`config.mk`:
```
export PLATFORM = sky130hd
export DESIGN_NAME = host_port_switch_config
export DESIGN_NICKNAME = d
export VERILOG_FILES = /design/src/inc/host_port_switch_config_pkg.sv /design/src/baud_tick_gen.sv /design/src/host_port_switch_config.sv
export VERILOG_INCLUDE_DIRS = /design/src /design/src/inc
export SDC_FILE = /design/constraint.sdc
export NUM_CORES = 1
export LEC_CHECK = 0
export ABC_AREA = 1
export BUFFER_PORTS_ARGS = -buffer_cell sky130_fd_sc_hd__buf_2
export CAP_MARGIN = 10
export CORE_MARGIN = 2
export CORE_UTILIZATION = 57
export DETAILED_ROUTE_END_ITERATION = 8
export PLACE_DENSITY = 0.79
export SYNTH_ARGS = -nofsm -noshare
export SYNTH_HDL_FRONTEND = slang
export SYNTH_SLANG_ARGS = --single-unit
```
`constraint.sdc`:
```
create_clock -name sys_clk -period 4 [get_ports sys_clk]
set_input_delay 0.6 -clock sys_clk [delete_from_list [all_inputs] [get_ports sys_clk]]
set_output_delay 0.6 -clock sys_clk [all_outputs]
set_load 0.02 [all_outputs]
```
`src/inc/host_port_switch_config_regs.svh`:
```
`ifndef HOST_PORT_SWITCH_CONFIG_REGS_SVH
`define HOST_PORT_SWITCH_CONFIG_REGS_SVH

// AXI address width and register byte offsets
`define AXI_AW        12
`define OFF_CFG       12'h000
`define OFF_RAW       12'h004
`define OFF_WDG       12'h008

// Switch positions, switch n sits at index n-1
`define SW_BAUD_LSB   0
`define SW_BAUD_MSB   2
`define SW_ADDR_MSB   4
`define SW_DATA8      3
`define SW_STOP2      4
`define SW_PAR        5
`define SW_EVEN       6
`define SW_FLOW       7
`define SW_MODE       8
`define SW_ROLE       9
`define SW_ZERO_LSB   5
`define SW_ZERO_MSB   6

// Config register fields
`define CB_BUS        0
`define CB_DATA8      1
`define CB_STOP2      2
`define CB_PAR        3
`define CB_EVEN       4
`define CB_FLOW       5
`define CB_CRLF       6
`define CB_TALK       7
`define CB_AUTO       8
`define CB_AFLT       9
`define CB_WDEN       10
`define CB_VALID      11
`define CB_BAUD_LSB   12
`define CB_BAUD_MSB   14
`define CB_ADDR_LSB   16
`define CB_ADDR_MSB   20

// Raw register and watchdog register fields
`define RB_JMP        10
`define RB_SW_MSB     9
`define WB_KICK       0
`define WB_CLR        1
`define WB_FIRED      0

`define RESP_OKAY     2'h0
`define RESP_DECERR   2'h3
`define RST_WORD      32'h0000_0000

// Rates in baud, watchdog time in ms
`define CLK_HZ        125000000
`define BAUD_0        300
`define BAUD_1        600
`define BAUD_2        1200
`define BAUD_3        2000
`define BAUD_4        2400
`define BAUD_5        4800
`define BAUD_6        9600
`define BAUD_7        19200
`define WDOG_TIME_MS  1000
`define MS_PER_S      1000

`endif

```
`src/inc/host_port_switch_config_pkg.sv`:
```
`include "host_port_switch_config_regs.svh"

package host_port_switch_config_pkg;

  typedef enum logic [1:0] {
    WR_IDLE = 2'b00,
    WR_TAKE = 2'b01,
    WR_RESP = 2'b10
  } wr_state_e;

  typedef enum logic [1:0] {
    RD_IDLE = 2'b00,
    RD_TAKE = 2'b01,
    RD_DATA = 2'b10
  } rd_state_e;

  typedef struct packed {
    logic        sampled;
    logic [9:0]  sw;
    logic        jmp;
    logic        busMode;
    logic        dataBits8;
    logic        twoStop;
    logic        parityOn;
    logic        parityEven;
    logic        xonXoff;
    logic        crlf;
    logic        talkerOnly;
    logic        autonomous;
    logic        addrFault;
    logic [2:0]  baudCode;
    logic [4:0]  busAddr;
    logic [31:0] wdCnt;
    logic        wdFired;
    logic        wdPulse;
    wr_state_e   wst;
    rd_state_e   rst;
    logic        awready;
    logic        wready;
    logic        bvalid;
    logic [1:0]  bresp;
    logic        arready;
    logic        rvalid;
    logic [1:0]  rresp;
    logic [31:0] rdata;
  } state_s;

  typedef struct packed {
    logic [31:0] cnt;
    logic        tick;
  } tick_s;

endpackage

```
`src/baud_tick_gen.sv`:
```
`timescale 1ns/100ps
`default_nettype none
`include "host_port_switch_config_regs.svh"

module baud_tick_gen #(
  parameter int CLK_HZ = `CLK_HZ
) (
  input  wire logic       sys_clk,
  input  wire logic       rst_n,
  input  wire logic       en,
  input  wire logic [2:0] code,
  output logic            tick
);

  host_port_switch_config_pkg::tick_s st_ff;
  host_port_switch_config_pkg::tick_s nxt_st;
  logic [31:0]                        divTab [8];

  function automatic int rateOf(input int idx);
    case (idx)
      0: rateOf = `BAUD_0;
      1: rateOf = `BAUD_1;
      2: rateOf = `BAUD_2;
      3: rateOf = `BAUD_3;
      4: rateOf = `BAUD_4;
      5: rateOf = `BAUD_5;
      6: rateOf = `BAUD_6;
      default: rateOf = `BAUD_7;
    endcase
  endfunction

  for (genvar i = 0; i < 8; i++) begin : g_div
    assign divTab[i] = 32'(CLK_HZ / rateOf(i));
  end

  always_comb begin
    nxt_st = st_ff;
    nxt_st.tick = 1'b0;
    if (!en) begin
      nxt_st.cnt = 32'h0000_0000;
    end else if (st_ff.cnt >= divTab[code] - 32'h0000_0001) begin
      nxt_st.cnt  = 32'h0000_0000;
      nxt_st.tick = 1'b1;
    end else begin
      nxt_st.cnt = st_ff.cnt + 32'h0000_0001;
    end
  end

  always_ff @(posedge sys_clk or negedge rst_n) begin
    if (!rst_n) begin
      st_ff <= '0;
    end else begin
      st_ff <= nxt_st;
    end
  end

  assign tick = st_ff.tick;
endmodule // baud_tick_gen

`default_nettype wire

```
`src/host_port_switch_config.sv`:
```
// Contract
// - Baud rate comes from switches 3,2,1 (3 msb), codes 0..7 give 300..19200 baud.
// - In bus mode the device address is switches 1-5; switches 6 and 7 should be zero.
// - In serial mode switch 4 high means 8 data bits, low means 7.
// - In serial mode switch 5 high means two stop bits, low means one.
// - In serial mode switch 6 high adds and checks parity, low omits it.
// - With parity on, switch 7 high selects even parity, low selects odd.
// - In serial mode switch 8 high honours XON/XOFF, low ignores it.
// - In bus mode switch 8 low appends CR/LF, high omits it.
// - Switch 9 high selects the IEEE 488 bus, low the serial link.
// - In bus mode switch 10 high means talker only, low listener and talker.
// - In serial mode switch 10 high means autonomous, low conversational.
// - The watchdog runs only with its jumper fitted and never fires otherwise.
//
// Chosen here: the placing of the registers and the AXI4-Lite slave port.
`timescale 1ns/100ps
`default_nettype none
`include "host_port_switch_config_regs.svh"

module host_port_switch_config #(
  parameter int CLK_HZ      = `CLK_HZ,
  parameter int WDOG_CYCLES = `WDOG_TIME_MS * (`CLK_HZ / `MS_PER_S)
) (
  input  wire logic              sys_clk,
  input  wire logic              rst_n,
  input  wire logic [9:0]        switches,
  input  wire logic              wdogJumper,
  input  wire logic [`AXI_AW-1:0] awaddr,
  input  wire logic              awvalid,
  output logic                   awready,
  input  wire logic [31:0]       wdata,
  input  wire logic [3:0]        wstrb,
  input  wire logic              wvalid,
  output logic                   wready,
  output logic [1:0]             bresp,
  output logic                   bvalid,
  input  wire logic              bready,
  input  wire logic [`AXI_AW-1:0] araddr,
  input  wire logic              arvalid,
  output logic                   arready,
  output logic [31:0]            rdata,
  output logic [1:0]             rresp,
  output logic                   rvalid,
  input  wire logic              rready,
  output logic                   cfgValid,
  output logic                   busMode,
  output logic [2:0]             baudCode,
  output logic                   baudTick,
  output logic                   dataBits8,
  output logic                   twoStopBits,
  output logic                   parityOn,
  output logic                   parityEven,
  output logic                   xonXoffOn,
  output logic                   crlfOn,
  output logic                   talkerOnly,
  output logic                   autonomous,
  output logic [4:0]             busAddr,
  output logic                   addrFault,
  output logic                   watchdogFire
);

  localparam logic [31:0] WD_LAST = 32'(WDOG_CYCLES - 1);

  host_port_switch_config_pkg::state_s st_ff;
  host_port_switch_config_pkg::state_s nxt_st;
  logic                                wrKick;
  logic                                wrClr;
  logic [31:0]                         cfgWord;
  logic [31:0]                         rawWord;
  logic [31:0]                         wdgWord;

  always_comb begin
    cfgWord = `RST_WORD;
    cfgWord[`CB_BUS]   = st_ff.busMode;
    cfgWord[`CB_DATA8] = st_ff.dataBits8;
    cfgWord[`CB_STOP2] = st_ff.twoStop;
    cfgWord[`CB_PAR]   = st_ff.parityOn;
    cfgWord[`CB_EVEN]  = st_ff.parityEven;
    cfgWord[`CB_FLOW]  = st_ff.xonXoff;
    cfgWord[`CB_CRLF]  = st_ff.crlf;
    cfgWord[`CB_TALK]  = st_ff.talkerOnly;
    cfgWord[`CB_AUTO]  = st_ff.autonomous;
    cfgWord[`CB_AFLT]  = st_ff.addrFault;
    cfgWord[`CB_WDEN]  = st_ff.jmp;
    cfgWord[`CB_VALID] = st_ff.sampled;
    cfgWord[`CB_BAUD_MSB:`CB_BAUD_LSB] = st_ff.baudCode;
    cfgWord[`CB_ADDR_MSB:`CB_ADDR_LSB] = st_ff.busAddr;
    rawWord = `RST_WORD;
    rawWord[`RB_SW_MSB:0] = st_ff.sw;
    rawWord[`RB_JMP] = st_ff.jmp;
    wdgWord = `RST_WORD;
    wdgWord[`WB_FIRED] = st_ff.wdFired;
  end

  // Watchdog control only acts on a taken write with its low byte enabled
  assign wrKick = (st_ff.wst == host_port_switch_config_pkg::WR_TAKE) &&
                  (awaddr == `OFF_WDG) && wstrb[0] && wdata[`WB_KICK];
  assign wrClr  = (st_ff.wst == host_port_switch_config_pkg::WR_TAKE) &&
                  (awaddr == `OFF_WDG) && wstrb[0] && wdata[`WB_CLR];

  always_comb begin
    nxt_st = st_ff;
    nxt_st.wdPulse = 1'b0;

    // capture once at the first edge after reset release
    if (!st_ff.sampled) begin
      nxt_st.sampled = 1'b1;
      nxt_st.sw      = switches;
      nxt_st.jmp     = wdogJumper;
      nxt_st.busMode = switches[`SW_MODE];
      // baud code, switch 3 most significant
      nxt_st.baudCode = switches[`SW_BAUD_MSB:`SW_BAUD_LSB];
      nxt_st.busAddr   = switches[`SW_ADDR_MSB:0];
      nxt_st.addrFault = switches[`SW_MODE] &&
                         (switches[`SW_ZERO_MSB:`SW_ZERO_LSB] != 2'h0);
      nxt_st.dataBits8 = !switches[`SW_MODE] && switches[`SW_DATA8];
      nxt_st.twoStop = !switches[`SW_MODE] && switches[`SW_STOP2];
      nxt_st.parityOn = !switches[`SW_MODE] && switches[`SW_PAR];
      // parity sense, meaningful only with parity on
      nxt_st.parityEven = !switches[`SW_MODE] && switches[`SW_PAR] &&
                          switches[`SW_EVEN];
      nxt_st.xonXoff = !switches[`SW_MODE] && switches[`SW_FLOW];
      // terminator, active low on switch 8
      nxt_st.crlf = switches[`SW_MODE] && !switches[`SW_FLOW];
      nxt_st.talkerOnly = switches[`SW_MODE] && switches[`SW_ROLE];
      nxt_st.autonomous = !switches[`SW_MODE] && switches[`SW_ROLE];
    end

    // watchdog counts only with the jumper fitted
    if (st_ff.sampled && st_ff.jmp) begin
      if (wrKick) begin
        nxt_st.wdCnt = 32'h0000_0000;
      end else if (st_ff.wdCnt >= WD_LAST) begin
        nxt_st.wdCnt   = 32'h0000_0000;
        nxt_st.wdPulse = 1'b1;
      end else begin
        nxt_st.wdCnt = st_ff.wdCnt + 32'h0000_0001;
      end
    end
    // Expiry in the same cycle as a clear keeps the flag set
    nxt_st.wdFired = (st_ff.wdFired && !wrClr) || nxt_st.wdPulse;

    case (st_ff.wst)
      host_port_switch_config_pkg::WR_IDLE: begin
        if (awvalid && wvalid) begin
          nxt_st.awready = 1'b1;
          nxt_st.wready  = 1'b1;
          nxt_st.wst     = host_port_switch_config_pkg::WR_TAKE;
        end
      end
      host_port_switch_config_pkg::WR_TAKE: begin
        nxt_st.awready = 1'b0;
        nxt_st.wready  = 1'b0;
        nxt_st.bvalid  = 1'b1;
        nxt_st.bresp   = (awaddr == `OFF_CFG || awaddr == `OFF_RAW ||
                          awaddr == `OFF_WDG) ? `RESP_OKAY : `RESP_DECERR;
        nxt_st.wst     = host_port_switch_config_pkg::WR_RESP;
      end
      host_port_switch_config_pkg::WR_RESP: begin
        if (bready) begin
          nxt_st.bvalid = 1'b0;
          nxt_st.wst    = host_port_switch_config_pkg::WR_IDLE;
        end
      end
      default: begin
        nxt_st.awready = 1'b0;
        nxt_st.wready  = 1'b0;
        nxt_st.bvalid  = 1'b0;
        nxt_st.wst     = host_port_switch_config_pkg::WR_IDLE;
      end
    endcase

    case (st_ff.rst)
      host_port_switch_config_pkg::RD_IDLE: begin
        if (arvalid) begin
          nxt_st.arready = 1'b1;
          nxt_st.rst     = host_port_switch_config_pkg::RD_TAKE;
        end
      end
      host_port_switch_config_pkg::RD_TAKE: begin
        nxt_st.arready = 1'b0;
        nxt_st.rvalid  = 1'b1;
        nxt_st.rresp   = `RESP_OKAY;
        case (araddr)
          `OFF_CFG: nxt_st.rdata = cfgWord;
          `OFF_RAW: nxt_st.rdata = rawWord;
          `OFF_WDG: nxt_st.rdata = wdgWord;
          default: begin
            nxt_st.rdata = `RST_WORD;
            nxt_st.rresp = `RESP_DECERR;
          end
        endcase
        nxt_st.rst = host_port_switch_config_pkg::RD_DATA;
      end
      host_port_switch_config_pkg::RD_DATA: begin
        if (rready) begin
          nxt_st.rvalid = 1'b0;
          nxt_st.rst    = host_port_switch_config_pkg::RD_IDLE;
        end
      end
      default: begin
        nxt_st.arready = 1'b0;
        nxt_st.rvalid  = 1'b0;
        nxt_st.rst     = host_port_switch_config_pkg::RD_IDLE;
      end
    endcase
  end

  always_ff @(posedge sys_clk or negedge rst_n) begin
    if (!rst_n) begin
      st_ff <= '0;
    end else begin
      st_ff <= nxt_st;
    end
  end

  // rate divider runs only in serial mode
  baud_tick_gen #(
    .CLK_HZ (CLK_HZ)
  ) u_baud (
    .sys_clk (sys_clk),
    .rst_n   (rst_n),
    .en      (st_ff.sampled && !st_ff.busMode),
    .code    (st_ff.baudCode),
    .tick    (baudTick)
  );

  assign awready      = st_ff.awready;
  assign wready       = st_ff.wready;
  assign bvalid       = st_ff.bvalid;
  assign bresp        = st_ff.bresp;
  assign arready      = st_ff.arready;
  assign rvalid       = st_ff.rvalid;
  assign rresp        = st_ff.rresp;
  assign rdata        = st_ff.rdata;
  assign cfgValid     = st_ff.sampled;
  assign busMode      = st_ff.busMode;
  assign baudCode     = st_ff.baudCode;
  assign dataBits8    = st_ff.dataBits8;
  assign twoStopBits  = st_ff.twoStop;
  assign parityOn     = st_ff.parityOn;
  assign parityEven   = st_ff.parityEven;
  assign xonXoffOn    = st_ff.xonXoff;
  assign crlfOn       = st_ff.crlf;
  assign talkerOnly   = st_ff.talkerOnly;
  assign autonomous   = st_ff.autonomous;
  assign busAddr      = st_ff.busAddr;
  assign addrFault    = st_ff.addrFault;
  assign watchdogFire = st_ff.wdPulse;
endmodule // host_port_switch_config

`default_nettype wire

```
# Word-level counts from Yosys, hierarchy flattened
# Memories as Yosys holds them, arrays and structs flattened.
# Cells that the tools add are included.
classes:
  n_mux: 28
  magnitude_cmp: 3
  n_reduce_logical: 36
  add_sub_neg: 3
  n_eq_ne: 12
  bitwise: 5
op_table:
  columns: ["cell", "count"]
  rows:
  - ["two-way mux 32 bit", 6]
  - ["adder 32 x 1 -> 32 bit (second input constant)", 2]
  - ["case mux 21 bit (3 select lines)", 1]
  - ["greater-or-equal comparator 32 x 27 -> 1 bit (second input constant)", 1]
  - ["greater-or-equal comparator 32 bit", 1]
  - ["subtractor 32 x 1 -> 32 bit (second input constant)", 1]
  - ["equality test 12 x 3 -> 1 bit (second input constant)", 2]
  - ["equality test 12 x 4 -> 1 bit (second input constant)", 2]
  - ["zero test 12 bit", 2]
  - ["logical AND 1 bit", 17]
  - ["two-way mux 2 bit", 7]
  - ["case mux 2 bit (3 select lines)", 2]
  - ["AND reduction 2 bit", 6]
  - ["two-way mux 1 bit", 8]
  - ["!= test 2 bit (second input constant)", 4]
  - ["case mux 1 bit (3 select lines)", 2]
  - ["equality test 2 x 1 -> 1 bit (second input constant)", 2]
  - ["equality test 2 bit (second input constant)", 2]
  - ["greater-or-equal comparator 4 bit (second input constant)", 1]
  - ["zero test 1 bit", 4]
  - ["zero test 2 bit", 2]
  - ["NOT 1 bit", 4]
  - ["NOT 3 -> 4 bit", 1]
  - ["case mux 2 bit (2 select lines)", 1]
  - ["4 further kinds", 6]
word_totals:
  out_inout_bits: 62
  mem_bits_ro: 256
  input_bits: 78
  word_cells: 118
  regBits: 142
  n_memories: 1
mem_list:
  columns: ["name", "words", "word_bits", "read_ports", "rd_clocked_by_memory_dff", "write_ports", "line_no", "source"]
  rows:
  - ["(no name shown)", 8, 32, 1, 0, 0, "baud_tick_gen.sv:41", "end else if (st_ff.cnt >= divTab[code] - 32'h0000_0001) begin"]

# Depth between registers and ports, before layout
logic_depth:
  ltp_word: 8
  depth_mapped: 20
  depth_no_buf: 19

# Cells and area by module
# From an unflattened synthesis, not the netlist that was laid out.
hier_totals:
  cells_unflattened: 928
  area_unflattened_um2: 6932.9
modules_own_cells:
  columns: ["module", "seq_area_each_um2", "instances", "area_per_inst_um2", "cells_each"]
  rows:
  - ["host_port_switch_config", 2052.0, 1, 4687.0, 642]
  - ["baud_tick_gen", 825.8, 1, 2245.9, 286]

# Worst setup path before layout
# Ideal clock, no wire load.
synth_timing:
  path_type: "reg2reg"
  startpoint: "reg rawWord[1] (netlist name)"
  endpoint: "reg u_baud.st_ff[4] (netlist bit)"
  setup_ps: 121
  synth_period_minus_slack_ps: 2817
  path_slack_ps: 1183
  n_path_buf: 1
  path_stages_with_launch: 19
  required_ps: 3879
  arrival_time_ps: 2696
  cell_sequence: "dfrtp_1 inv_1 ha_1 o21ai_0 ha_1 nand2_1 nor3_2 xnor2_1 ha_1 nand2_1 nor2_1 nand4_1 nand3_1 nand2_1 nand2_1 nand2_1 nand2_1 buf_2 nor2_1"
synth_rtl:
  columns: ["item", "line_no", "source"]
  rows:
  - ["to (signal assigned)", "baud_tick_gen.sv:53", "st_ff <= nxt_st;"]
  - ["to (decl)", "baud_tick_gen.sv:15", "host_port_switch_config_pkg::tick_s st_ff;"]

==> out/metrics.yaml <==
clocking:
  postCtsSetupRepairBufs: 0
  root_buffer: "clkbuf_16"
  cts.sinks: 115
  htreeDepth: 4
  cts_tree: "done"
  clock_latency_ns: 0.42
  path_clk_slew_ns: 0.05
  cts_made_buffers: 17
  cts.path.max_buffers: 2
  cts_hold_buffers: 0
  ctsResizeCount: 0
die:
  fp.dieW_um: 119
  io_pins: 140
  initial_core_util_pct: 57.7
  rows: 42
  die_h_um: 119
  die_area_um2: 14200
  core-area_um2: 13100
worst_setup_path:
  path_class: "flip-flop to flip-flop"
  timing.rr.end: "u_baud.st_ff[6]"
  worstPathRequired_ns: 4.29
  endpoint: "u_baud.st_ff[6]"
  startpoint_type: "flip-flop"
  r2r_setup_slack_ns: 0.56
  r2r_start: "rawWord[1]"
  startpoint: "rawWord[1]"
  reg2reg_depth: 18
  end_kind: "flip-flop"
  worstPathArrival_ns: 3.73
  worstPathMaxFanout: 32
logic_synthesis:
  synth_top_area_cell: "dfrtp_1"
  netlist_area_um2: 7550
  yosys-top-cells-area: "dfrtp_1 38%, nand2_1 14%, nor2_1 7.0%, ha_1 6.5%, inv_1 5.1%"
  synthCells: 1033
  synthFlopType: "dfrtp_1"
  synth_warnings: 0
  synth_top_area_share_pct: 38.1
  yosysSeqAreaShare_pct: 38.1
  synth-seq-cells: 115
  avgSynthCellArea_um2: 7.30
  async_flop_share_pct: 100
  post_synth_num_cell_types: 43
  synth_edf_count: 0
global_routing:
  grt_usage_pct: 25.5
  overflow: 0
  grt_max_degree: 81
  grt_pass1_wl_um: 29400
  grt_pass1_vias: 6429
  antenna_found_initial: 0
timing:
  fin_crit_sh_pct: 86.1
  setup-tns-final_ns: 0
  final_hold_viol_count: 0
  fin_skew_ns: 0.00859
  drv_slew: 0
  final.min_clock_period_ns: 3.44
  rsz0062_at_grt: "false"
  setup_viol: 0
  finalHoldWorstSlack_ns: 0.335
  relSlewSlack_pct: 31.3
  fmax_ghz: 0.290
  worst_pin_slew_ns: 1.03
  setup_ws_ns: 0.556
pwr:
  fin_total_pwr_w: 0.00377
  p_leak_nw: 4.25
  power.density_nw_per_um2: 440
  irDropWorstVdd_v: 0.000368
routing:
  drc: 0
  first_pass_iters: 7
  postRouteAntennaNets: 0
  via_count: 6827
  wire_per_inst_um: 13.2
  wl_um: 17100
  drt-vias-per-instance: 5.28
  drt_iter0_drc: 485
layout:
  fillers: 1115
  layout.nets: 1223
  drive_above_1_share_pct: 15.6
  finish.utilization_pct: 65.4
  synthToLayoutAreaGrowth_pct: 13.5
  n_antenna_cell: 0
placement:
  place_ws_ns: 0.579
  portBuffers: 94
  dpl.hpwl_um: 12400
  gp_congestion: 0.922
run_status:
  status: "finished clean"
min_path:
  hold_class: "input port to asynchronous set/reset pin"
flow_run:
  drv_cap: 0
[sequential cells by signal, summed over array words and instances (netlist names)]
register	count
addrFault	1
twoStopBits	1
cfgWord	1
bresp	1
cfgValid	1
awready	1
bvalid	1
parityEven	1
rvalid	1
rdata	17
st_ff	37
dataBits8	1
u_baud.st_ff	32
arready	1
parityOn	1
crlfOn	1
talkerOnly	1
xonXoffOn	1
rresp	1
u_baud.tick	1
autonomous	1
watchdogFire	1
rawWord	10
[routing by layer]
metal	routed length (um)	vias to the layer above	track usage [%]	share of wire [%]
met1	7790	3177	33.8	45
met4	263	0	7.59	1.5
met5	0	-	0	0
met2	8160	201	42.4	48
li1	-	3424	-	-
met3	902	25	5.27	5.3
[stage by stage]
step / area, um^2 / cells
2_1_floorplan: 7630 / 1055
3_3_place_gp: 7920 / 1263
3_5_place_dp: 7920 / 1263
4_1_cts: 8560 / 1294
5_1_grt: 8560 / 1294
6_report: 8560 / 1294
[how the worst min path moves through the flow]
| stage | from | end | slack (ns) | depth (start not counted) |
|---|---|---|---|---|
| 2_1_floorplan | rst_n | addrFault | 0.30 | 0 |
| 3_3_place_gp | rdata[3] | rdata[3] | 0.46 | 2 |
| 3_5_place_dp | bvalid | bvalid | 0.46 | 2 |
| 4_1_cts | switches[7] | crlfOn | 0.39 | 2 |
| 5_1_grt | switches[7] | crlfOn | 0.40 | 2 |
| 6_report | rst_n | u_baud.st_ff[23] | 0.33 | 1 |
[cell type report]
cell class	count	area, um^2	share of cell area [%]
Timing Repair Buffer	98	515	6.02
Clock buffer	19	443	5.17
Inverter	107	402	4.69
Sequential cell	115	2880	33.6
Tap cell	176	220	2.57
Multi-Input combinational cell	767	3900	45.5
Clock inverter	12	205	2.40
[cell families after synthesis]
kind of cell,count (synthesis),share of synthesized area [%]
other,2,0.0995
adders and majority gates,39,6.47
and+or+nand+nor,561,32.3
buffers and inverters,173,11.3
AOI/OAI and AO/OA,126,9.70
xor gates and xnor gates,17,1.97
DFF,115,38.1
[cell usage after synthesis (9+ instances only)]
master / n
nand4_1: 17
xor2_1: 12
o22ai_1: 19
inv_1: 102
nor3_1: 16
nand3_1: 71
nor2_1: 140
buf_4: 47
nand2_1: 274
dfrtp_1: 115
clkbuf_1: 9
a21oi_1: 26
nor2_2: 12
o21ai_0: 45
ha_1: 39
[placed cells by master (no fill, tap or decap), types with 3 or more instances in the layout]
cell	instances
nand2_1	274
nor2_1	140
dfrtp_1	115
inv_1	102
buf_2	93
nand3_1	71
o21ai_0	45
ha_1	39
a21oi_1	26
conb_1	24
o22ai_1	19
nand4_1	17
clkbuf_16	17
nor3_1	16
xor2_1	12
nor2_2	12
o21ai_1	7
o31ai_1	7
nor3_2	6
a21o_1	6
inv_2	5
xnor2_1	5
o21bai_1	5
or2_2	5
nand2_2	5
bufinv_16	5
o21ai_2	4
buf_4	4
nor2_4	3
o211ai_1	3
clkinv_4	3
[worst max-delay path, stage by stage, from the launching register on]
cell     delay [ns]
dfrtp_1        0.50
inv_1          0.20
ha_1           0.24
o21ai_0        0.34
ha_1           0.28
nand2_1        0.11
nor3_2         0.18
xnor2_1        0.10
ha_1           0.27
nand2_1        0.06
nor2_1         0.14
nand4_1        0.09
nand3_1        0.12
nand2_1        0.06
nand2_1        0.07
nand2_1        0.06
nand2_1        0.06
buf_4          0.32
nor2_1         0.10
[power by group]
part / total [W] / internal [W] / switching (W) / leakage [nW]
Clock: 0.00167 / 0.00112 / 0.000550 / 0.310
Combinational: 0.000639 / 0.000225 / 0.000415 / 2.42
Sequential: 0.00146 / 0.00130 / 0.000163 / 1.52
Total: 0.00377 / 0.00264 / 0.00113 / 4.25
Note: power is estimated with default switching activity, not from simulation.
